[src/lmi_pkg.sv]
package lmi_pkg;

  // ==========================================================================
  // Instruction encodings (14-bit words)
  localparam logic [13:0] ENC_IDLE = 14'h0000;
  localparam logic [13:0] ENC_RESET = 14'h0001;
  localparam logic [13:0] ENC_IRQ_RET = 14'h0009;
  localparam logic [13:0] ENC_OPTION = 14'h0062;
  localparam logic [13:0] MSK_BANK = 14'h3fe0;
  localparam logic [13:0] ENC_BANK = 14'h0020;
  localparam logic [13:0] MSK_PCH = 14'h3f80;
  localparam logic [13:0] ENC_PCH = 14'h3180;
  localparam logic [13:0] MSK_ACCLIT = 14'h3f00;
  localparam logic [13:0] ENC_ACCLIT = 14'h3000;
  localparam logic [13:0] MSK_FILE = 14'h3f80;
  localparam logic [13:0] ENC_FILE = 14'h0080;
  localparam logic [13:0] MSK_IND = 14'h3ff8;
  localparam logic [13:0] ENC_IND = 14'h0018;
  localparam logic [13:0] MSK_IND_REL = 14'h3f80;
  localparam logic [13:0] ENC_IND_REL = 14'h3f80;

  // ==========================================================================
  // Indirect update modes
  localparam logic [1:0] MODE_PRE_INC = 2'b00;
  localparam logic [1:0] MODE_PRE_DEC = 2'b01;
  localparam logic [1:0] MODE_POST_INC = 2'b10;
  localparam logic [1:0] MODE_POST_DEC = 2'b11;

  // ==========================================================================
  // Register offsets (byte addresses) and fields
  localparam logic [7:0] OFS_CTRL = 8'h00;
  localparam logic [7:0] OFS_CORE = 8'h04;
  localparam logic [7:0] OFS_PTR0 = 8'h08;
  localparam logic [7:0] OFS_PTR1 = 8'h0c;
  localparam logic [7:0] OFS_OPTION = 8'h10;
  localparam logic [7:0] OFS_PWRCTL = 8'h14;
  localparam logic [7:0] OFS_IRQCTL = 8'h18;
  localparam logic [7:0] OFS_STATUS = 8'h1c;
  localparam int CTRL_RUN_BIT = 0;
  localparam int PWRCTL_RSTFLAG_BIT = 0;
  localparam int IRQCTL_IRQEN_BIT = 7;

  // ==========================================================================
  // Reset values
  localparam logic [14:0] PC_RST = 15'h0000;
  localparam logic [7:0] ACC_RST = 8'h00;
  localparam logic [4:0] BANK_RST = 5'h00;
  localparam logic [6:0] PCH_RST = 7'h00;
  localparam logic [15:0] PTR_RST = 16'h0000;
  localparam logic [7:0] OPTION_RST = 8'hff;
  localparam logic [7:0] STATUS_RST = 8'h00;
  localparam logic RSTFLAG_RST = 1'b1;
  localparam logic RUN_RST = 1'b0;

  // ==========================================================================
  // Types
  typedef enum logic [9:0] {
    OP_IDLE = 10'h001, OP_BANK = 10'h002, OP_PCH = 10'h004, OP_ACCLIT = 10'h008,
    OP_FILE = 10'h010, OP_IND = 10'h020, OP_IND_REL = 10'h040, OP_OPTION = 10'h080,
    OP_RESET = 10'h100, OP_IRQ_RET = 10'h200
  } lmi_op_t;

  typedef enum logic [2:0] {
    ST_EXEC = 3'b001, ST_FLUSH = 3'b010, ST_SWRST = 3'b100
  } lmi_state_t;

endpackage

[src/lmi_decode.sv]
`timescale 1ns/1ns
module lmi_decode
  import lmi_pkg::*;
(
  input wire logic [13:0] instr_word,
  output lmi_pkg::lmi_op_t op,
  output logic [7:0] lit,
  output logic [1:0] mode,
  output logic sel,
  output logic [5:0] offset
);

  // ==========================================================================
  // Word classification
  function automatic logic hit(input logic [13:0] w, input logic [13:0] m,
                               input logic [13:0] e);
    hit = ((w & m) == e);
  endfunction

  // Fixed words first; words outside this slice run as idle
  always_comb begin
    if (instr_word == ENC_IDLE) begin
      op = OP_IDLE;
    end else if (instr_word == ENC_RESET) begin
      op = OP_RESET;
    end else if (instr_word == ENC_IRQ_RET) begin
      op = OP_IRQ_RET;
    end else if (instr_word == ENC_OPTION) begin
      op = OP_OPTION;
    end else if (hit(instr_word, MSK_BANK, ENC_BANK)) begin
      op = OP_BANK;
    end else if (hit(instr_word, MSK_FILE, ENC_FILE)) begin
      op = OP_FILE;
    end else if (hit(instr_word, MSK_IND, ENC_IND)) begin
      op = OP_IND;
    end else if (hit(instr_word, MSK_IND_REL, ENC_IND_REL)) begin
      op = OP_IND_REL;
    end else if (hit(instr_word, MSK_PCH, ENC_PCH)) begin
      op = OP_PCH;
    end else if (hit(instr_word, MSK_ACCLIT, ENC_ACCLIT)) begin
      op = OP_ACCLIT;
    end else begin
      op = OP_IDLE;
    end
  end

  // Operand fields
  assign lit = instr_word[7:0];
  assign mode = instr_word[1:0];
  assign sel = (op == OP_IND_REL) ? instr_word[6] : instr_word[2];
  assign offset = instr_word[5:0];

endmodule

[src/lmi_ptr_unit.sv]
`timescale 1ns/1ns
module lmi_ptr_unit
  import lmi_pkg::*;
(
  input wire logic [15:0] ptr,
  input wire logic [1:0] mode,
  input wire logic rel,
  input wire logic [5:0] offset,
  output logic [15:0] eff_addr,
  output logic [15:0] next_ptr
);

  // ==========================================================================
  // Address arithmetic; 16-bit sums wrap on their own
  logic [15:0] ptr_inc;
  logic [15:0] ptr_dec;
  logic [15:0] ptr_rel;

  assign ptr_inc = ptr + 16'h0001;
  assign ptr_dec = ptr - 16'h0001;
  assign ptr_rel = ptr + {{10{offset[5]}}, offset};

  // Pre modes address the updated value, post modes the old one
  always_comb begin
    eff_addr = ptr;
    next_ptr = ptr;
    if (rel) begin
      eff_addr = ptr_rel;
    end else begin
      unique case (mode)
        MODE_PRE_INC: begin
          eff_addr = ptr_inc;
          next_ptr = ptr_inc;
        end
        MODE_PRE_DEC: begin
          eff_addr = ptr_dec;
          next_ptr = ptr_dec;
        end
        MODE_POST_INC: begin
          next_ptr = ptr_inc;
        end
        MODE_POST_DEC: begin
          next_ptr = ptr_dec;
        end
      endcase
    end
  end

endmodule

[src/lmi_core.sv]
// Summary of operation
// [RQ1] Bank literal loads bank select, flags kept
// [RQ2] Seven-bit literal loads pc high latch
// [RQ3] Accumulator stored to banked file address
// [RQ4] Indirect store writes where pointer points
// [RQ5] Mode field picks pre/post increment/decrement
// [RQ6] Relative form adds signed offset, pointer kept
// [RQ7] Pointers are 16 bits and wrap
// [RQ8] Indirect store never touches status flags
// [RQ9] Option instruction copies accumulator to option
// [RQ10] Software reset resets core, clears flag
// [RQ11] Interrupt return pops, loads pc, sets enable
// [RQ12] Interrupt return takes two cycles, flushes
// [RQ13] Accumulator literal load, one cycle, flags kept
// [RQ14] Idle instruction only advances program counter
//
// Implementation choices: the placing of the registers and the APB interface to the registers.
`timescale 1ns/1ns
module lmi_core (
  input wire logic pclk,
  input wire logic presetn,
  input wire logic psel,
  input wire logic penable,
  input wire logic pwrite,
  input wire logic [7:0] paddr,
  input wire logic [31:0] pwdata,
  output logic [31:0] prdata,
  output logic pready,
  output logic pslverr,
  input wire logic instr_valid,
  input wire logic [13:0] instr_word,
  output logic instr_ready,
  output logic [14:0] pc,
  input wire logic [14:0] stack_top,
  output logic stack_pop,
  output logic dmem_we,
  output logic [15:0] dmem_addr,
  output logic [7:0] dmem_wdata,
  output logic [7:0] timer_option,
  output logic global_irq_enable,
  output logic soft_reset
);
  import lmi_pkg::*;

  // ==========================================================================
  // Core state
  lmi_state_t state;
  lmi_op_t op;
  logic [7:0] acc;
  logic [4:0] bank_select_reg;
  logic [6:0] pc_high_latch;
  logic [15:0] indirect_pointer [2];
  logic [7:0] status_flags;
  logic reset_instr_flag, run_en;
  logic [7:0] lit;
  logic [1:0] mode;
  logic sel;
  logic [5:0] offset;
  logic [15:0] eff_addr, next_ptr;
  logic take, exec, core_clr, bus_wr, bus_setup;

  // Fetch handshake; nothing is taken during the reset cycle
  assign instr_ready = run_en && (state != ST_SWRST);
  assign take = instr_valid && instr_ready;
  assign exec = take && (state == ST_EXEC);
  assign core_clr = (state == ST_SWRST);
  assign bus_wr = psel && penable && pwrite;
  assign bus_setup = psel && !penable;
  assign pready = 1'b1;

  // ==========================================================================
  // Decode and pointer arithmetic
  lmi_decode u_decode (.instr_word(instr_word), .op(op), .lit(lit), .mode(mode), .sel(sel),
    .offset(offset));

  lmi_ptr_unit u_ptr (.ptr(indirect_pointer[sel]), .mode(mode), .rel(op == OP_IND_REL),
    .offset(offset), .eff_addr(eff_addr), .next_ptr(next_ptr));

  // ==========================================================================
  // Sequencer: interrupt return gets a flush cycle, reset a clear cycle
  always_ff @(posedge pclk or negedge presetn) begin
    if (!presetn) begin
      state <= ST_EXEC;
    end else begin
      unique case (state)
        ST_EXEC: begin
          // [RQ12] two-cycle return
          if (exec && op == OP_IRQ_RET) begin
            state <= ST_FLUSH;
          end else if (exec && op == OP_RESET) begin
            state <= ST_SWRST;
          end
        end
        ST_FLUSH: begin
          // [RQ12] flush fetched word
          if (take) begin
            state <= ST_EXEC;
          end
        end
        ST_SWRST: state <= ST_EXEC;
        default: state <= ST_EXEC;
      endcase
    end
  end

  // Program counter advances once per word, flushed word included; a return word loads stack_top instead
  always_ff @(posedge pclk or negedge presetn) begin
    if (!presetn) begin
      pc <= PC_RST;
    end else if (core_clr) begin
      pc <= PC_RST;
    end else if (exec && op == OP_IRQ_RET) begin
      // [RQ11] return address loaded
      pc <= stack_top;
    end else if (take) begin
      // [RQ14] idle only advances
      pc <= pc + 15'h0001;
    end
  end

  // Stack pop strobe, one cycle after the return is taken
  always_ff @(posedge pclk or negedge presetn) begin
    if (!presetn) begin
      stack_pop <= 1'b0;
    end else begin
      // [RQ11] pop the stack
      stack_pop <= exec && (op == OP_IRQ_RET);
    end
  end

  // ==========================================================================
  // Literal loads
  always_ff @(posedge pclk or negedge presetn) begin
    if (!presetn) begin
      bank_select_reg <= BANK_RST;
    end else if (core_clr) begin
      bank_select_reg <= BANK_RST;
    end else if (exec && op == OP_BANK) begin
      // [RQ1] load bank literal
      bank_select_reg <= lit[4:0];
    end
  end

  always_ff @(posedge pclk or negedge presetn) begin
    if (!presetn) begin
      pc_high_latch <= PCH_RST;
    end else if (core_clr) begin
      pc_high_latch <= PCH_RST;
    end else if (exec && op == OP_PCH) begin
      // [RQ2] load high latch
      pc_high_latch <= lit[6:0];
    end
  end

  always_ff @(posedge pclk or negedge presetn) begin
    if (!presetn) begin
      acc <= ACC_RST;
    end else if (core_clr) begin
      acc <= ACC_RST;
    end else if (exec && op == OP_ACCLIT) begin
      // [RQ13] accumulator literal
      acc <= lit;
    end
  end

  // Option register: the option instruction writes it, the reset instruction restores it
  always_ff @(posedge pclk or negedge presetn) begin
    if (!presetn) begin
      timer_option <= OPTION_RST;
    end else if (core_clr) begin
      timer_option <= OPTION_RST;
    end else if (exec && op == OP_OPTION) begin
      // [RQ9] copy accumulator
      timer_option <= acc;
    end
  end

  // ==========================================================================
  // Data memory write port, registered so it is glitch free
  always_ff @(posedge pclk or negedge presetn) begin
    if (!presetn) begin
      dmem_we <= 1'b0;
      dmem_addr <= 16'h0000;
      dmem_wdata <= 8'h00;
    end else begin
      dmem_we <= 1'b0;
      if (exec && op == OP_FILE) begin
        // [RQ3] banked file store
        dmem_we <= 1'b1;
        dmem_addr <= {4'h0, bank_select_reg, lit[6:0]};
        dmem_wdata <= acc;
      end else if (exec && (op == OP_IND || op == OP_IND_REL)) begin
        // [RQ4] store through pointer
        dmem_we <= 1'b1;
        dmem_addr <= eff_addr;
        dmem_wdata <= acc;
      end
    end
  end

  // Pointers: an instruction update wins over a bus write that cycle
  for (genvar i = 0; i < 2; i++) begin : g_ptr
    always_ff @(posedge pclk or negedge presetn) begin
      if (!presetn) begin
        indirect_pointer[i] <= PTR_RST;
      end else if (core_clr) begin
        indirect_pointer[i] <= PTR_RST;
      end else if (exec && op == OP_IND && sel == 1'(i)) begin
        // [RQ5] [RQ7] update with wrap
        indirect_pointer[i] <= next_ptr;
      end else if (exec && op == OP_IND_REL) begin
        // [RQ6] relative form keeps pointer
        indirect_pointer[i] <= indirect_pointer[i];
      end else if (bus_wr && paddr == (OFS_PTR0 + 8'(4 * i))) begin
        indirect_pointer[i] <= pwdata[15:0];
      end
    end
  end

  // Status flags: only the reset instruction of this slice alters them, clearing them
  always_ff @(posedge pclk or negedge presetn) begin
    if (!presetn) begin
      status_flags <= STATUS_RST;
    end else if (core_clr) begin
      status_flags <= STATUS_RST;
    end else if (bus_wr && paddr == OFS_STATUS) begin
      // [RQ8] only software writes flags
      status_flags <= pwdata[7:0];
    end
  end

  // Global interrupt enable: set by return, software may write it
  always_ff @(posedge pclk or negedge presetn) begin
    if (!presetn) begin
      global_irq_enable <= 1'b0;
    end else if (core_clr) begin
      global_irq_enable <= 1'b0;
    end else if (exec && op == OP_IRQ_RET) begin
      // [RQ11] enable interrupts
      global_irq_enable <= 1'b1;
    end else if (bus_wr && paddr == OFS_IRQCTL) begin
      global_irq_enable <= pwdata[IRQCTL_IRQEN_BIT];
    end
  end

  // ==========================================================================
  // Software reset: survives in the flag so software sees the cause
  always_ff @(posedge pclk or negedge presetn) begin
    if (!presetn) begin
      reset_instr_flag <= RSTFLAG_RST;
      soft_reset <= 1'b0;
    end else begin
      soft_reset <= exec && (op == OP_RESET);
      if (exec && op == OP_RESET) begin
        // [RQ10] clear cause flag
        reset_instr_flag <= 1'b0;
      end else if (bus_wr && paddr == OFS_PWRCTL && pwdata[PWRCTL_RSTFLAG_BIT]) begin
        reset_instr_flag <= 1'b1;
      end
    end
  end

  // Run enable gates fetch; kept over a software reset
  always_ff @(posedge pclk or negedge presetn) begin
    if (!presetn) begin
      run_en <= RUN_RST;
    end else if (bus_wr && paddr == OFS_CTRL) begin
      run_en <= pwdata[CTRL_RUN_BIT];
    end
  end

  // ==========================================================================
  // Bus read path: sampled in setup so access phase needs no wait
  always_ff @(posedge pclk or negedge presetn) begin
    if (!presetn) begin
      prdata <= 32'h0000_0000;
      pslverr <= 1'b0;
    end else if (bus_setup) begin
      pslverr <= 1'b0;
      prdata <= 32'h0000_0000;
      unique case (paddr)
        OFS_CTRL: prdata <= {31'h0, run_en};
        OFS_CORE: prdata <= {1'b0, pc_high_latch, 3'h0, bank_select_reg, 8'h00, acc};
        OFS_PTR0: prdata <= {16'h0000, indirect_pointer[0]};
        OFS_PTR1: prdata <= {16'h0000, indirect_pointer[1]};
        OFS_OPTION: prdata <= {24'h0, timer_option};
        OFS_PWRCTL: prdata <= {31'h0, reset_instr_flag};
        OFS_IRQCTL: prdata <= {24'h0, global_irq_enable, 7'h00};
        OFS_STATUS: prdata <= {24'h0, status_flags};
        default: pslverr <= 1'b1;
      endcase
    end
  end

  // ==========================================================================
  // Checks
  // [RQ1] bank literal loaded
  bank_load_a: assert property (@(posedge pclk) disable iff (!presetn) // [RQ1]
    exec && op == OP_BANK |=> bank_select_reg == $past(lit[4:0]) && $stable(status_flags))
    else $error("bank select not loaded");
  // [RQ2] high latch loaded
  pch_load_a: assert property (@(posedge pclk) disable iff (!presetn) // [RQ2]
    exec && op == OP_PCH |=> pc_high_latch == $past(lit[6:0]))
    else $error("pc high latch not loaded");
  // [RQ3] file store address
  file_store_a: assert property (@(posedge pclk) disable iff (!presetn) // [RQ3]
    exec && op == OP_FILE |=> dmem_we && dmem_wdata == $past(acc)
      && dmem_addr == {4'h0, $past(bank_select_reg), $past(lit[6:0])})
    else $error("file store wrong");
  // [RQ4] indirect store target
  ind_store_a: assert property (@(posedge pclk) disable iff (!presetn) // [RQ4]
    exec && op == OP_IND && mode == MODE_POST_INC |=> dmem_we
      && dmem_addr == $past(indirect_pointer[sel]) && dmem_wdata == $past(acc))
    else $error("indirect store address wrong");
  // [RQ5] [RQ7] pre-increment wraps
  pre_inc_a: assert property (@(posedge pclk) disable iff (!presetn) // [RQ5]
    exec && op == OP_IND && mode == MODE_PRE_INC && !sel |=>
      indirect_pointer[0] == 16'($past(indirect_pointer[0]) + 16'h0001)
      && dmem_addr == indirect_pointer[0])
    else $error("pre increment wrong");
  // [RQ6] relative keeps pointer
  rel_keep_a: assert property (@(posedge pclk) disable iff (!presetn) // [RQ6]
    exec && op == OP_IND_REL |=> $stable(indirect_pointer[0]) && $stable(indirect_pointer[1])
      && dmem_addr == 16'($past(indirect_pointer[sel]) + {{10{$past(offset[5])}}, $past(offset)}))
    else $error("relative store wrong");
  // [RQ8] flags only by software
  flags_keep_a: assert property (@(posedge pclk) disable iff (!presetn) // [RQ8]
    !(bus_wr && paddr == OFS_STATUS) && !core_clr |=> $stable(status_flags))
    else $error("status flags changed");
  // [RQ9] option copy
  option_copy_a: assert property (@(posedge pclk) disable iff (!presetn) // [RQ9]
    exec && op == OP_OPTION |=> timer_option == $past(acc))
    else $error("option not loaded");
  // [RQ10] reset sequence
  soft_reset_a: assert property (@(posedge pclk) disable iff (!presetn) // [RQ10]
    exec && op == OP_RESET |=> soft_reset && !reset_instr_flag && core_clr
      ##1 pc == PC_RST && acc == ACC_RST)
    else $error("software reset wrong");
  // [RQ11] [RQ12] return sequence
  irq_return_a: assert property (@(posedge pclk) disable iff (!presetn) // [RQ11]
    exec && op == OP_IRQ_RET |=> stack_pop && global_irq_enable
      && pc == $past(stack_top) && state == ST_FLUSH)
    else $error("interrupt return wrong");
  // [RQ12] flushed word has no effect
  flush_a: assert property (@(posedge pclk) disable iff (!presetn) // [RQ12]
    state == ST_FLUSH && take |=> !dmem_we && $stable(acc) && state == ST_EXEC)
    else $error("flush executed a word");
  // [RQ13] [RQ14] one cycle per word
  acc_lit_a: assert property (@(posedge pclk) disable iff (!presetn) // [RQ13]
    exec && op == OP_ACCLIT |=> acc == $past(lit) && pc == 15'($past(pc) + 15'h0001))
    else $error("accumulator literal wrong");
  // [RQ14] idle keeps state
  idle_keep_a: assert property (@(posedge pclk) disable iff (!presetn) // [RQ14]
    exec && op == OP_IDLE |=> !dmem_we && $stable(acc) && pc == 15'($past(pc) + 15'h0001))
    else $error("idle changed state");
  return_c: cover property (@(posedge pclk) disable iff (!presetn)
    exec && op == OP_IRQ_RET ##1 take);
  rel_store_c: cover property (@(posedge pclk) disable iff (!presetn)
    exec && op == OP_IND_REL && offset[5]);
  reset_c: cover property (@(posedge pclk) disable iff (!presetn)
    exec && op == OP_RESET);
  wrap_c: cover property (@(posedge pclk) disable iff (!presetn)
    exec && op == OP_IND && mode == MODE_POST_DEC && indirect_pointer[sel] == 16'h0000);

endmodule

[config.mk]
export PLATFORM = sky130hd
export DESIGN_NAME = lmi_core
export DESIGN_NICKNAME = d
export VERILOG_FILES = /design/src/lmi_pkg.sv /design/src/lmi_decode.sv /design/src/lmi_ptr_unit.sv /design/src/lmi_core.sv
export SDC_FILE = /design/constraint.sdc
export NUM_CORES = 1
export LEC_CHECK = 0
export BUFFER_PORTS_ARGS = -buffer_cell sky130_fd_sc_hd__buf_2
export CAP_MARGIN = 0
export CORE_MARGIN = 4
export CORE_UTILIZATION = 55
export CTS_CLUSTER_DIAMETER = 50
export DETAILED_ROUTE_END_ITERATION = 16
export PLACE_DENSITY = 0.81
export SLEW_MARGIN = 20
export SYNTH_ARGS = -nofsm -noshare
export SYNTH_HDL_FRONTEND = slang
export SYNTH_SLANG_ARGS = --single-unit
[constraint.sdc]
create_clock -name pclk -period 4.2 [get_ports pclk]
set_clock_uncertainty 0.05 [all_clocks]
set_input_delay 1.26 -clock pclk [delete_from_list [all_inputs] [get_ports pclk]]
set_output_delay 1.26 -clock pclk [all_outputs]
set_load 0.01 [all_outputs]
After elaboration in Yosys (flattened, before gate mapping)
Index checks and enable logic that the tools add are counted.
{"block": "op_classes", "addsub": 4, "magnitude_cmp": 1, "muxes": 56, "n_eq_ne": 36, "n_reduce_logical": 47, "n_bitwise": 2}
{"operator": "31-bit case mux with 8 select lines", "n": 1}
{"operator": "16-bit two-way mux", "n": 15}
{"operator": "10-bit two-way mux", "n": 9}
{"operator": "8-bit two-way mux", "n": 8}
{"operator": "16-bit case mux with 2 select lines", "n": 2}
{"operator": "15-bit two-way mux", "n": 3}
{"operator": "8-bit by 5-bit equality test with 1-bit output (second input constant)", "n": 4}
{"operator": "1-bit logical AND", "n": 25}
{"operator": "16-bit by 1-bit adder with 16-bit output (second input constant)", "n": 1}
{"operator": "16-bit adder", "n": 1}
{"operator": "8-bit by 4-bit equality test with 1-bit output (second input constant)", "n": 2}
{"operator": "16-bit by 1-bit subtractor with 16-bit output (second input constant)", "n": 1}
{"operator": "15-bit by 1-bit adder with 15-bit output (second input constant)", "n": 1}
{"operator": "14-bit by 1-bit equality test with 1-bit output (second input constant)", "n": 1}
{"operator": "14-bit by 4-bit equality test with 1-bit output (second input constant)", "n": 1}
{"operator": "14-bit by 7-bit equality test with 1-bit output (second input constant)", "n": 1}
{"operator": "7-bit equality test (second input constant)", "n": 2}
{"operator": "14-bit logical NOT", "n": 1}
{"operator": "7-bit two-way mux", "n": 2}
{"operator": "2-bit nonzero test", "n": 7}
{"operator": "3-bit nonzero test", "n": 4}
{"operator": "11-bit by 2-bit equality test with 1-bit output (second input constant)", "n": 1}
{"operator": "10-bit equality test (second input constant)", "n": 1}
{"operator": "10-bit by 2-bit equality test with 1-bit output (second input constant)", "n": 1}
{"operator": "34 further kinds", "n": 51}
{"block": "totals", "out_inout_bits": 86, "register_bits": 149}

Longest topological paths before layout
Gate-level depths: netlist of the first run.
{"block": "depth", "word_depth": 22, "ltp_mapped": 18}

Hierarchy
Synthesis of the first run repeated with hierarchy kept, for this count alone.
{"block": "unflattened", "cells_unflattened": 1047, "hier_area_um2": 9482.8}
{"mod": "lmi_core", "seq_area_each_um2": 3641.0, "area_each_um2": 7369.6, "instances": 1, "cells_per_inst": 740}
{"mod": "lmi_ptr_unit", "seq_area_each_um2": 0.0, "area_each_um2": 1776.7, "instances": 1, "cells_per_inst": 259}
{"mod": "lmi_decode", "seq_area_each_um2": 0.0, "area_each_um2": 336.6, "instances": 1, "cells_per_inst": 48}

Worst setup path before layout of the first run
OpenSTA, ideal clock, no wires.
{"block": "synth_path", "kind": "input to register", "start": "in instr_word[7]", "end": "reg dmem_addr[15]", "arrival_time_ns": 4.303, "t_required_ns": 4.023, "stages": 15, "setup_slack_ns": -0.280, "path_buffers": 2, "path_cell_list": "buf_4 > and4_1 > buf_6 > a22oi_1 > a311oi_2 > inv_1 > ha_1 > a211o_1 > o211ai_1 > a211oi_1 > nor3_1 > o31ai_1 > or4bb_1 > nand3_1 > nand3_1"}
{"block": "synth_via", "elab_chain_len": 21, "word_cells_on_any_way": 37, "classes_between": "add/sub (3); eq/ne (11); mux (17); bitwise (1); reduce/logical (5)"}
{"element": "from (decl)", "line": "lmi_core.sv:31", "source": "input wire logic [13:0] instr_word,"}
{"element": "7-bit equality test", "line": "lmi_decode.sv:17", "source": "hit = ((w & m) == e);"}
{"element": "10-bit two-way mux", "line": "lmi_decode.sv:38", "source": "end else if (hit(instr_word, MSK_PCH, ENC_PCH)) begin"}
{"element": "10-bit two-way mux", "line": "lmi_decode.sv:36", "source": "end else if (hit(instr_word, MSK_IND_REL, ENC_IND_REL)) begin"}
{"element": "10-bit two-way mux", "line": "lmi_decode.sv:34", "source": "end else if (hit(instr_word, MSK_IND, ENC_IND)) begin"}
{"element": "10-bit two-way mux", "line": "lmi_decode.sv:32", "source": "end else if (hit(instr_word, MSK_FILE, ENC_FILE)) begin"}
{"element": "10-bit two-way mux", "line": "lmi_decode.sv:30", "source": "end else if (hit(instr_word, MSK_BANK, ENC_BANK)) begin"}
{"element": "10-bit two-way mux", "line": "lmi_decode.sv:28", "source": "end else if (instr_word == ENC_OPTION) begin"}
{"element": "10-bit two-way mux", "line": "lmi_decode.sv:26", "source": "end else if (instr_word == ENC_IRQ_RET) begin"}
{"element": "[... 3 more ...]"}
{"element": "1-bit two-way mux", "line": "lmi_decode.sv:50", "source": "assign sel = (op == OP_IND_REL) ? instr_word[6] : instr_word[2];"}
{"element": "1-bit NOT with 2-bit output (implied by the code)", "line": "lmi_core.sv:76", "source": "lmi_ptr_unit u_ptr (.ptr(indirect_pointer[sel]), .mode(mode), .rel(op == OP_IND_REL),"}
{"element": "16-bit two-way mux (implied by the code) (3 in series)", "line": "lmi_core.sv:76"}
{"element": "16-bit by 1-bit subtractor with 16-bit output / 16-bit by 1-bit adder with 16-bit output (equally long branches)", "line": "lmi_ptr_unit.sv:20, lmi_ptr_unit.sv:19"}
{"element": "16-bit case mux with 2 select lines", "line": "lmi_ptr_unit.sv:30", "source": "unique case (mode)"}
{"element": "16-bit two-way mux", "line": "lmi_ptr_unit.sv:27", "source": "if (rel) begin"}
{"element": "16-bit two-way mux", "line": "lmi_core.sv:192", "source": "end else if (exec && (op == OP_IND || op == OP_IND_REL)) begin"}
{"element": "16-bit two-way mux", "line": "lmi_core.sv:187", "source": "if (exec && op == OP_FILE) begin"}
{"element": "to (signal assigned)", "line": "lmi_core.sv:190", "source": "dmem_addr <= {4'h0, bank_select_reg, lit[6:0]};"}
{"element": "to (signal assigned)", "line": "lmi_core.sv:195", "source": "dmem_addr <= eff_addr;"}
{"element": "to (decl)", "line": "lmi_core.sv:37", "source": "output logic [15:0] dmem_addr,"}
Every way passes the cells marked *; elsewhere a longest branch is shown, timed or not. The select of a mux whose other input is x is not followed.
A chain may end at the register's enable or synchronous reset.

Worst setup path after layout of the first run
{"block": "layout_path", "start": "in instr_word[12]", "end": "reg dmem_addr[14]"}
{"block": "layout_via", "elab_chain_len": 22, "word_cells_on_any_way": 39, "classes_between": "add/sub (3); eq/ne (12); mux (18); bitwise (1); reduce/logical (5)"}
{"element": "6-bit equality test", "line": "lmi_decode.sv:17"}
{"element": "4-bit two-way mux", "line": "lmi_decode.sv:40", "source": "end else if (hit(instr_word, MSK_ACCLIT, ENC_ACCLIT)) begin"}
{"element": "10-bit two-way mux", "line": "lmi_decode.sv:38"}
{"element": "10-bit two-way mux", "line": "lmi_decode.sv:36"}
{"element": "10-bit two-way mux", "line": "lmi_decode.sv:34"}
{"element": "10-bit two-way mux", "line": "lmi_decode.sv:32"}
{"element": "10-bit two-way mux", "line": "lmi_decode.sv:30"}
{"element": "10-bit two-way mux", "line": "lmi_decode.sv:28"}
{"element": "[... 4 more ...]"}
{"element": "1-bit two-way mux", "line": "lmi_decode.sv:50"}
{"element": "1-bit NOT with 2-bit output (implied by the code)", "line": "lmi_core.sv:76"}
{"element": "16-bit two-way mux (implied by the code) (3 in series)", "line": "lmi_core.sv:76"}
{"element": "16-bit by 1-bit subtractor with 16-bit output / 16-bit by 1-bit adder with 16-bit output (equally long branches)", "line": "lmi_ptr_unit.sv:20, lmi_ptr_unit.sv:19"}
{"element": "16-bit case mux with 2 select lines", "line": "lmi_ptr_unit.sv:30"}
{"element": "16-bit two-way mux", "line": "lmi_ptr_unit.sv:27"}
{"element": "16-bit two-way mux", "line": "lmi_core.sv:192"}
{"element": "16-bit two-way mux", "line": "lmi_core.sv:187"}
Marks and branches as above.

==> results_dict.tcl, run 1 <==
set metrics [dict create \
    status "finished clean" \
    clock_latency_ps 430 \
    synth_top_flop_cell "dfrtp_1" \
    slew_viol_final 0 \
    antenna_found_initial 0 \
    max_cap_viol_count 0 \
    first_iter_violations 1137 \
    arrival_ps 4150 \
    power_density_nw_per_um2 279 \
    synth.area.mux_share_pct 5.27 \
    crit_path_max_fanout 8 \
    grt_max_degree 65 \
    area_growth_pct 23.4 \
    io_buffers 139 \
    synth_top_family_by_area "simple AND/OR/NAND/NOR gates" \
    wl_per_cell_um 19.6 \
    final_core_util_pct 70.0 \
    syn-mean-instance-area_um2 8.34 \
    post_cts_buffers 0 \
    power_leakage_uw 0.00567 \
    synth.area.top_cells "dfrtp_1, nand2_1, o21ai_0" \
    worstHoldPathType "reg -> reg" \
    synthesis.area_um2 9500 \
    critPathRequiredTime_ps 4450 \
    setup-violations-final 0 \
    drc 0 \
    synth-xor-area-share_pct 2.86 \
    vias 9747 \
    antenna_cells 0 \
    rr_startpoint "indirect_pointer[0]" \
    tritoncts "yes" \
    synth.yosys.seq_area_share_pct 38.3 \
    startpoint_type "primary input" \
    critical_path_class "in -> reg" \
    reg2regPathDepth 15 \
    cts.clk_slew.worst_paths_ps 70 \
    r2r_slack_ps 1000 \
    synthAdderAreaFrac_pct 2.58 \
    htree_levels 4 \
    postSynthCellCount 1139 \
    die_y_um 139 \
    startpoint "instr_word[12]" \
    hold_path_startpoint "prdata[3]" \
    hold_ws_ps 426 \
    cts_root_buffer "clkbuf_16" \
    initial_core_util_pct 56.7 \
    grt_pass1_vias 9120 \
    synth_top_cell_area_share_pct 35.6 \
    grt_pass1_wl_mm 49.3 \
    top_regs "indirect_pointer: 32 flops, prdata: 28 flops, dmem_addr: 16 flops" \
    dieWidth_um 139 \
    dp_hpwl_mm 22.8 \
    timing.rr.end "dmem_addr[14]" \
    ys_seq_elements 145 \
    ant_nets 0 \
    ioPinCount 161 \
    synth_edf_count 0 \
    hold_path_end "prdata[3]" \
    worst_setup_path_end_kind "flop" \
    fill_cells 1299 \
    first_pass_iters 6 \
    synthArstFlopShare_pct 100 \
    vias_per_cell 6.21 \
    max_slew_margin_pct 29.5 \
    yosys_warnings 0 \
    core_um2 16800 \
    grt_overflow 0 \
    report.final.hold_viol_count 0 \
    drive_above_1_share_pct 25.3 \
    tightestPinTransition_ps 1060 \
    min_path_cells 2 \
    period_minus_slack_ps 3900 \
    synth-simple-area-share_pct 24.8 \
    synth_compound_area_share_pct 21.2 \
    largest_reg_flops 32 \
    groute.usage.overall_pct 31.1 \
    die_area_um2 19400 \
    routed_wl_mm 30.8 \
    cts.sinks 145 \
    final_nets 1430 \
    yosysTopAreaCell "dfrtp_1" \
    holdBufCountCts 0 \
    period_share_pct 92.9 \
    cts_inserted_buffers 17 \
    top_register "indirect_pointer" \
    fmax_ghz 0.256 \
    ys_types 77 \
    rsz0062_at_grt "no" \
    rows 47 \
    gp_congestion 1.03 \
    cts_resized 0 \
    vdd_ir_drop_max_uv 317 \
    cts_buffer_depth 2 \
]
-- placed cells by master (no fill, tap or decap), types with 7 or more instances in the layout --
master,synthesis,final
nor2b_1,7,7
and3_1,18,18
buf_2,8,138
and2_1,11,11
xnor2_1,27,27
a211oi_1,26,23
clkbuf_16,0,17
dfrtp_1,135,135
o21ai_0,97,96
a22o_1,9,9
o211ai_1,10,10
dfstp_2,10,10
inv_1,22,22
nand2_1,169,169
nor3b_1,16,16
nand3_1,29,29
a21oi_1,72,70
nor3_1,28,26
nand2b_1,34,33
mux2i_1,41,41
a221oi_1,8,8
buf_4,9,109
ha_1,18,18
nor2_1,110,109
a22oi_1,18,17
a211o_1,8,8
a31oi_1,10,10
nand4_1,16,16
-- area by class of cell --
type | count | area, um2 | share of cell area, %
Timing Repair Buffer | 253 | 1620 | 13.8
Tap cell | 220 | 275 | 2.35
Multi-Input combinational cell | 891 | 5500 | 46.9
Clock inverter | 14 | 140 | 1.20
Inverter | 28 | 108 | 0.918
Sequential cell | 145 | 3640 | 31.1
Clock buffer | 18 | 439 | 3.75
-- synth_stat cells, drive strengths merged, types with 10 or more instances --
| cell type | n |
|---|---|
| nor2 | 111 |
| nand4 | 17 |
| dfstp | 10 |
| nand3 | 30 |
| and2 | 13 |
| nor3b | 16 |
| nand2 | 170 |
| clkbuf | 57 |
| dfrtp | 135 |
| o211ai | 10 |
| and3 | 18 |
| ha | 18 |
| buf | 21 |
| a31oi | 10 |
| xnor2 | 27 |
| mux2i | 41 |
| nand2b | 34 |
| a22oi | 18 |
| a211oi | 26 |
| a21oi | 76 |
| nor3 | 29 |
| o21ai | 101 |
| inv | 25 |
-- per-layer routing --
layer | global-route usage, % | part of all wire [%]
met1 | 43.9 | 42
met5 | 0 | 0
met4 | 11.3 | 3.6
met2 | 48.5 | 45
met3 | 5.42 | 9.4
-- through the flow --
step | cell area, um2 | total power [uW] | TNS, ps | setup WS [ps] | std cells
6_report | 11700 | 3270 | 0 | 300 | 1569
5_1_grt | 11700 | 3380 | 0 | 111 | 1569
4_1_cts | 11700 | 3280 | 0 | 335 | 1569
3_5_place_dp | 11100 | 1790 | -254 | -108 | 1537
3_3_place_gp | 11100 | 1780 | -48.4 | -37.2 | 1537
2_1_floorplan | 9590 | 1630 | 0 | 1.23 | 1142
-- how the worst max path moves through the flow --
stage	end	slack, ps
floorplan	dmem_addr[15]	1
global placement	dmem_addr[14]	-40
detailed placement	dmem_addr[14]	-110
CTS	dmem_addr[14]	330
global route	dmem_addr[10]	110
finish	dmem_addr[14]	300
-- cell families (layout without fill, tap and decap cells) --
logic type / Yosys count / after routing
xor+xnor: 31 / 31
compound gates: 309 / 309
simple gates: 480 / 480
other cells: 2 / 5
buf+inv: 106 / 313
mux: 47 / 47
flops: 145 / 145
fa+ha+maj: 19 / 19
-- critical path, stage by stage --
cell,delay [ps]
buf_2,110
buf_12,110
nand4_4,140
nor4b_1,500
a311oi_4,90
buf_4,200
fa_1,410
nand2b_1,200
a21oi_2,160
o211ai_1,120
a21oi_1,290
o31ai_2,120
o21ai_1,170
xnor2_1,140
o221ai_1,140
-- report_power, final --
| group | total (uW) | internal [uW] | switching, uW |
|---|---|---|---|
| clock network | 1500 | 804 | 695 |
| registers | 1420 | 1410 | 13.6 |
| logic | 353 | 137 | 216 |
| total | 3270 | 2350 | 924 |
Note: power is estimated with default switching activity, not from simulation.
==> run 2, diff against run 1 <==
--- a/config.mk
+++ b/config.mk
@@ -12,6 +12,7 @@
 export CTS_CLUSTER_DIAMETER = 50
 export DETAILED_ROUTE_END_ITERATION = 16
 export PLACE_DENSITY = 0.81
+export RECOVER_POWER = 100
 export SLEW_MARGIN = 20
 export SYNTH_ARGS = -nofsm -noshare
 export SYNTH_HDL_FRONTEND = slang
==> results_dict.tcl, run 2 (same netlist as run 1, synthesis figures left out) <==
set metrics [dict create \
    status "complete, but fails checks" \
    failed_checks "max-capacitance violations, max-slew violations" \
    crit_buf_inv 5 \
    tritoncts "yes" \
    final_cell_mix "nand2_1, dfrtp_1, nor2_1" \
    vias 9756 \
    setup-violations-final 0 \
    core_um2 16800 \
    post_dp_cell_area_um2 11100 \
    final_core_util_pct 68.9 \
    worstHoldPathType "reg -> reg" \
    power_density_nw_per_um2 283 \
    cts_root_buffer "clkbuf_16" \
    max_slew_margin_pct -88.0 \
    first_pass_iters 6 \
    final_nets 1430 \
    routed_wl_mm 30.9 \
    dp_hpwl_mm 22.8 \
    post_cts_buffers 0 \
    placed_cells 1537 \
    arrival_ps 4240 \
    clock_latency_ps 430 \
    ioPinCount 161 \
    cts.sinks 145 \
    io_buffers 139 \
    top_register "indirect_pointer" \
    drc 0 \
    gp_congestion 1.03 \
    htree_levels 4 \
    ant_nets 0 \
    fin_cells 1569 \
    die_y_um 139 \
    max_cap_viol_count 2 \
    grt_overflow 0 \
    grt_max_degree 65 \
    hold_ws_ps 424 \
    rsz0062_at_grt "no" \
    met1_length_mm 13.0 \
    critical_path_class "in -> reg" \
    period_share_pct 95.8 \
    period_minus_slack_ps 4020 \
    rows 47 \
    slowest_stage "clkbuf_1" \
    cts_inserted_buffers 17 \
    top_regs "indirect_pointer: 32 flops, prdata: 28 flops, dmem_addr: 16 flops" \
    highest_layer "met4" \
    dieWidth_um 139 \
    startpoint_type "primary input" \
    crit_path_max_fanout 19 \
    setup_tns_ps 0 \
    cts_resized 0 \
    mostFrequentLayoutCell "nand2_1" \
    grt_pass1_vias 9120 \
    area_growth_pct 21.5 \
    slowest_delay_ps 520 \
    crit_family "buffers and inverters" \
    power_leakage_uw 0.00527 \
    report.final.hold_viol_count 0 \
    slew_viol_final 107 \
    vias_per_cell 6.22 \
    drive_above_1_share_pct 17.8 \
    holdBufCountCts 0 \
    wl_met3_mm 2.77 \
    die_area_um2 19400 \
    fill_cells 1369 \
    wl_per_cell_um 19.7 \
    tightestPinTransition_ps 2820 \
    worst_setup_path_end_kind "flop" \
    antenna_cells 0 \
    largest_reg_flops 32 \
    antenna_found_initial 0 \
    wl_met2_mm 14.0 \
    first_iter_violations 1155 \
    critPathRequiredTime_ps 4420 \
    final_area_um2 11500 \
    initial_core_util_pct 56.7 \
    crit_chain "clkbuf_2 > and4_1 > buf_12 > nand2_4 > buf_2 > nor3_2 > clkbuf_1 > nor2_1 > a21oi_1 > buf_4 > nor2_1 > a211oi_1 > a21oi_1" \
    groute.usage.overall_pct 31.1 \
    grt_pass1_wl_mm 49.3 \
    vdd_ir_drop_max_uv 308 \
    cts_buffer_depth 2 \
    fmax_ghz 0.249 \
    cts.clk_slew.worst_paths_ps 60 \
]
-- run 2: changes by cell type in the layout (fill, tap and decap cells not counted), moves of 2 or more --
| cell | change |
|---|---|
| o21ai_0 | +2 |
| clkbuf_2 | +3 |
| clkbuf_4 | +2 |
| a21oi_2 | -4 |
| dfstp_1 | +8 |
| dfstp_2 | -8 |
| buf_4 | -16 |
| o21ai_1 | -2 |
| clkbuf_1 | +88 |
| a21oi_1 | +4 |
| buf_2 | -75 |
-- run 2: routing by layer --
| metal | vias to the layer above | GRT usage, % |
|---|---|---|
| met5 | - | 0 |
| met4 | 0 | 11.3 |
| met3 | 91 | 5.42 |
| met2 | 559 | 48.5 |
| met1 | 4639 | 43.9 |
| li1 | 4467 | - |
-- run 2: area by class of cell --
cell class                 instances  area [um2]  share of cell area, %
inverter                          28         108                  0.932
timing repair buffer             253        1450                   12.6
clock buffer                      18         439                   3.81
sequential                       145        3640                   31.5
clock inverter                    14         140                   1.21
multi-input combinational        891        5480                   47.5
tap                              220         275                   2.39
-- run 2: worst paths after layout --
path                               start              endpoint  slack [ps]  depth (start not counted)
max                        instr_word[7]   indirect_pointer[9]         180                         13
min reg2reg                dmem_wdata[2]         dmem_wdata[2]         420                          2
max reg2reg                     state[0]  indirect_pointer[31]         880                          8
min in group asynchronous        presetn            prdata[19]        1680                          1
max in group asynchronous        presetn  indirect_pointer[22]         730                          2
min                        dmem_wdata[2]         dmem_wdata[2]         420                          2
-- run 2: stage by stage --
step	worst slack (ps)	power, uW
after floorplan	1.23	1630
after global placement	-37.2	1780
after detailed placement	-108	1790
after CTS	335	3280
after global routing	59.0	3380
final	177	3270
-- run 2: worst reg2reg max path: stages, from the launching register on --
cell,delay [ps]
dfstp_2,560
nand4bb_1,270
nor4b_1,440
nand4bb_1,220
or3_1,410
nor2_1,320
clkbuf_1,610
and3_1,280
nor3_1,50
-- run 2: power breakdown --
group / switching, uW / internal (uW) / total (uW) / leakage (uW)
Clock: 694 / 804 / 1500 / 0.000280
Combinational: 215 / 133 / 347 / 0.00306
Sequential: 13.8 / 1410 / 1420 / 0.00193
==> run 3, diff against run 2 <==
--- a/config.mk
+++ b/config.mk
@@ -11,7 +11,7 @@
 export CORE_UTILIZATION = 55
 export CTS_CLUSTER_DIAMETER = 50
 export DETAILED_ROUTE_END_ITERATION = 16
-export PLACE_DENSITY = 0.81
+export PLACE_DENSITY = 0.88
 export RECOVER_POWER = 100
 export SLEW_MARGIN = 20
 export SYNTH_ARGS = -nofsm -noshare
==> results_dict.tcl, run 3 (same netlist as run 1, synthesis figures left out) <==
set metrics [dict create \
    power_density_nw_per_um2 290 \
    period_minus_slack_ps 4080 \
    tightestPinTransition_ps 2780 \
    post_cts_buffers 0 \
    largest_reg_flops 32 \
    power_leakage_uw 0.00530 \
    final_cell_mix "nand2_1, dfrtp_1, nor2_1" \
    cts_buffer_depth 2 \
    wl_per_cell_um 20.0 \
    vias_per_cell 6.30 \
    setup-violations-final 0 \
    routed_wl_mm 31.3 \
    grt_max_degree 112 \
    drive_above_1_share_pct 18.5 \
    cpMostUsedCell "buf_4" \
    startpoint_type "primary input" \
    vias 9884 \
    clock_latency_ps 430 \
    worst_setup_path_end_kind "flop" \
    max_cap_viol_count 2 \
    gp_congestion 0.993 \
    die_y_um 139 \
    top_register "indirect_pointer" \
    max_slew_margin_pct -85.3 \
    grt_pass1_wl_mm 49.7 \
    area_growth_pct 21.3 \
    rows 47 \
    crit_family "buffers and inverters" \
    cts_inserted_buffers 17 \
    antenna_found_initial 1 \
    final_nets 1429 \
    report.final.hold_viol_count 0 \
    slowest_stage "nor3_1" \
    io_buffers 139 \
    cts_root_buffer "clkbuf_16" \
    hold_ws_ps 429 \
    ant_nets 0 \
    rsz0062_at_grt "no" \
    ioPinCount 161 \
    grt_pass1_vias 9500 \
    initial_core_util_pct 56.7 \
    holdBufCountCts 0 \
    placed_cells 1536 \
    grt_overflow 0 \
    drc 0 \
    fmax_ghz 0.245 \
    vdd_ir_drop_max_uv 272 \
    htree_levels 4 \
    dieWidth_um 139 \
    core_um2 16800 \
    cts_resized 0 \
    crit_buf_inv 8 \
    critPathRequiredTime_ps 4500 \
    cts.sinks 145 \
    slowest_delay_ps 560 \
    slew_viol_final 171 \
    crit_path_max_fanout 24 \
    top_regs "indirect_pointer: 32 flops, prdata: 28 flops, dmem_addr: 16 flops" \
    crit_chain "buf_2 > and4_1 > buf_4 > nand2_4 > buf_4 > buf_4 > buf_4 > nor3_1 > nor2_1 > clkbuf_2 > clkinv_1 > clkbuf_2 > o22ai_1 > a21oi_1" \
    critical_path_class "in -> reg" \
    groute.usage.overall_pct 31.5 \
    period_share_pct 97.1 \
    failed_checks "max-capacitance violations, max-slew violations" \
    arrival_ps 4380 \
    dp_hpwl_mm 22.7 \
    fin_cells 1569 \
    first_pass_iters 6 \
    worstHoldPathType "reg -> reg" \
    first_iter_violations 996 \
    cts.clk_slew.worst_paths_ps 60 \
    tritoncts "yes" \
    mostFrequentLayoutCell "nand2_1" \
    status "complete, but fails checks" \
    die_area_um2 19400 \
]
==> run 3: per-stage QoR <==
step                      power [uW]  setup TNS (ps)  utilization [%]  setup slack, ps  instance area (um2)
after global routing            3440               0             68.7             33.7                11500
after floorplan                 1630               0                -             1.23                 9590
after detailed placement        1780            -681             66.1             -152                11100
final                           3340               0             68.7              124                11500
after CTS                       3350               0             69.6              283                11700
after global placement          1770            -426             66.1             -140                11100
==> run 3: final timing paths <==
kind,startpoint,to,slack (ps),depth (start not counted)
worst max-delay path,instr_word[7],dmem_addr[11],120,14
worst min-delay path,prdata[18],prdata[18],430,2
worst max register to register,indirect_pointer[0],dmem_addr[14],970,15
worst min register to register,prdata[18],prdata[18],430,2
max in group asynchronous,presetn,prdata[29],810,2
min in group asynchronous,presetn,prdata[19],1620,1
==> run 3: area by class of cell <==
cell class                      count  area [um2]
Timing Repair Buffer              252        1410
Clock inverter                     15         171
Clock buffer                       17         425
Fill cell                        1306        5240
Tap cell                          220         275
Sequential cell                   145        3640
Inverter                           28         108
Multi-Input combinational cell    891        5480
Antenna cell                        1        2.50
==> run 3: report_power, final <==
| part | switching [uW] | internal (uW) | leakage, uW | total [uW] |
|---|---|---|---|---|
| Combinational | 212 | 128 | 0.00307 | 340 |
| Sequential | 13.6 | 1410 | 0.00193 | 1420 |
| Clock | 685 | 898 | 0.000296 | 1580 |
| Total | 910 | 2430 | 0.00530 | 3340 |
==> run 3: per-layer routing <==
metal  vias to the layer above  part of all wire (%)  track usage (%)
met3                       106                    10             5.66
met4                         0                   4.2             14.1
met5                         -                     0                0
li1                       4494                     -                -
met2                       615                    46             49.7
met1                      4669                    39             42.5
==> run 3: tightest hold or removal path, delay by kind of cell, from the launching register on <==
family | cells | cell delay [ps]
DFF | 1 | 340
AOI/OAI and AO/OA | 1 | 60
and+or+nand+nor | 1 | 40
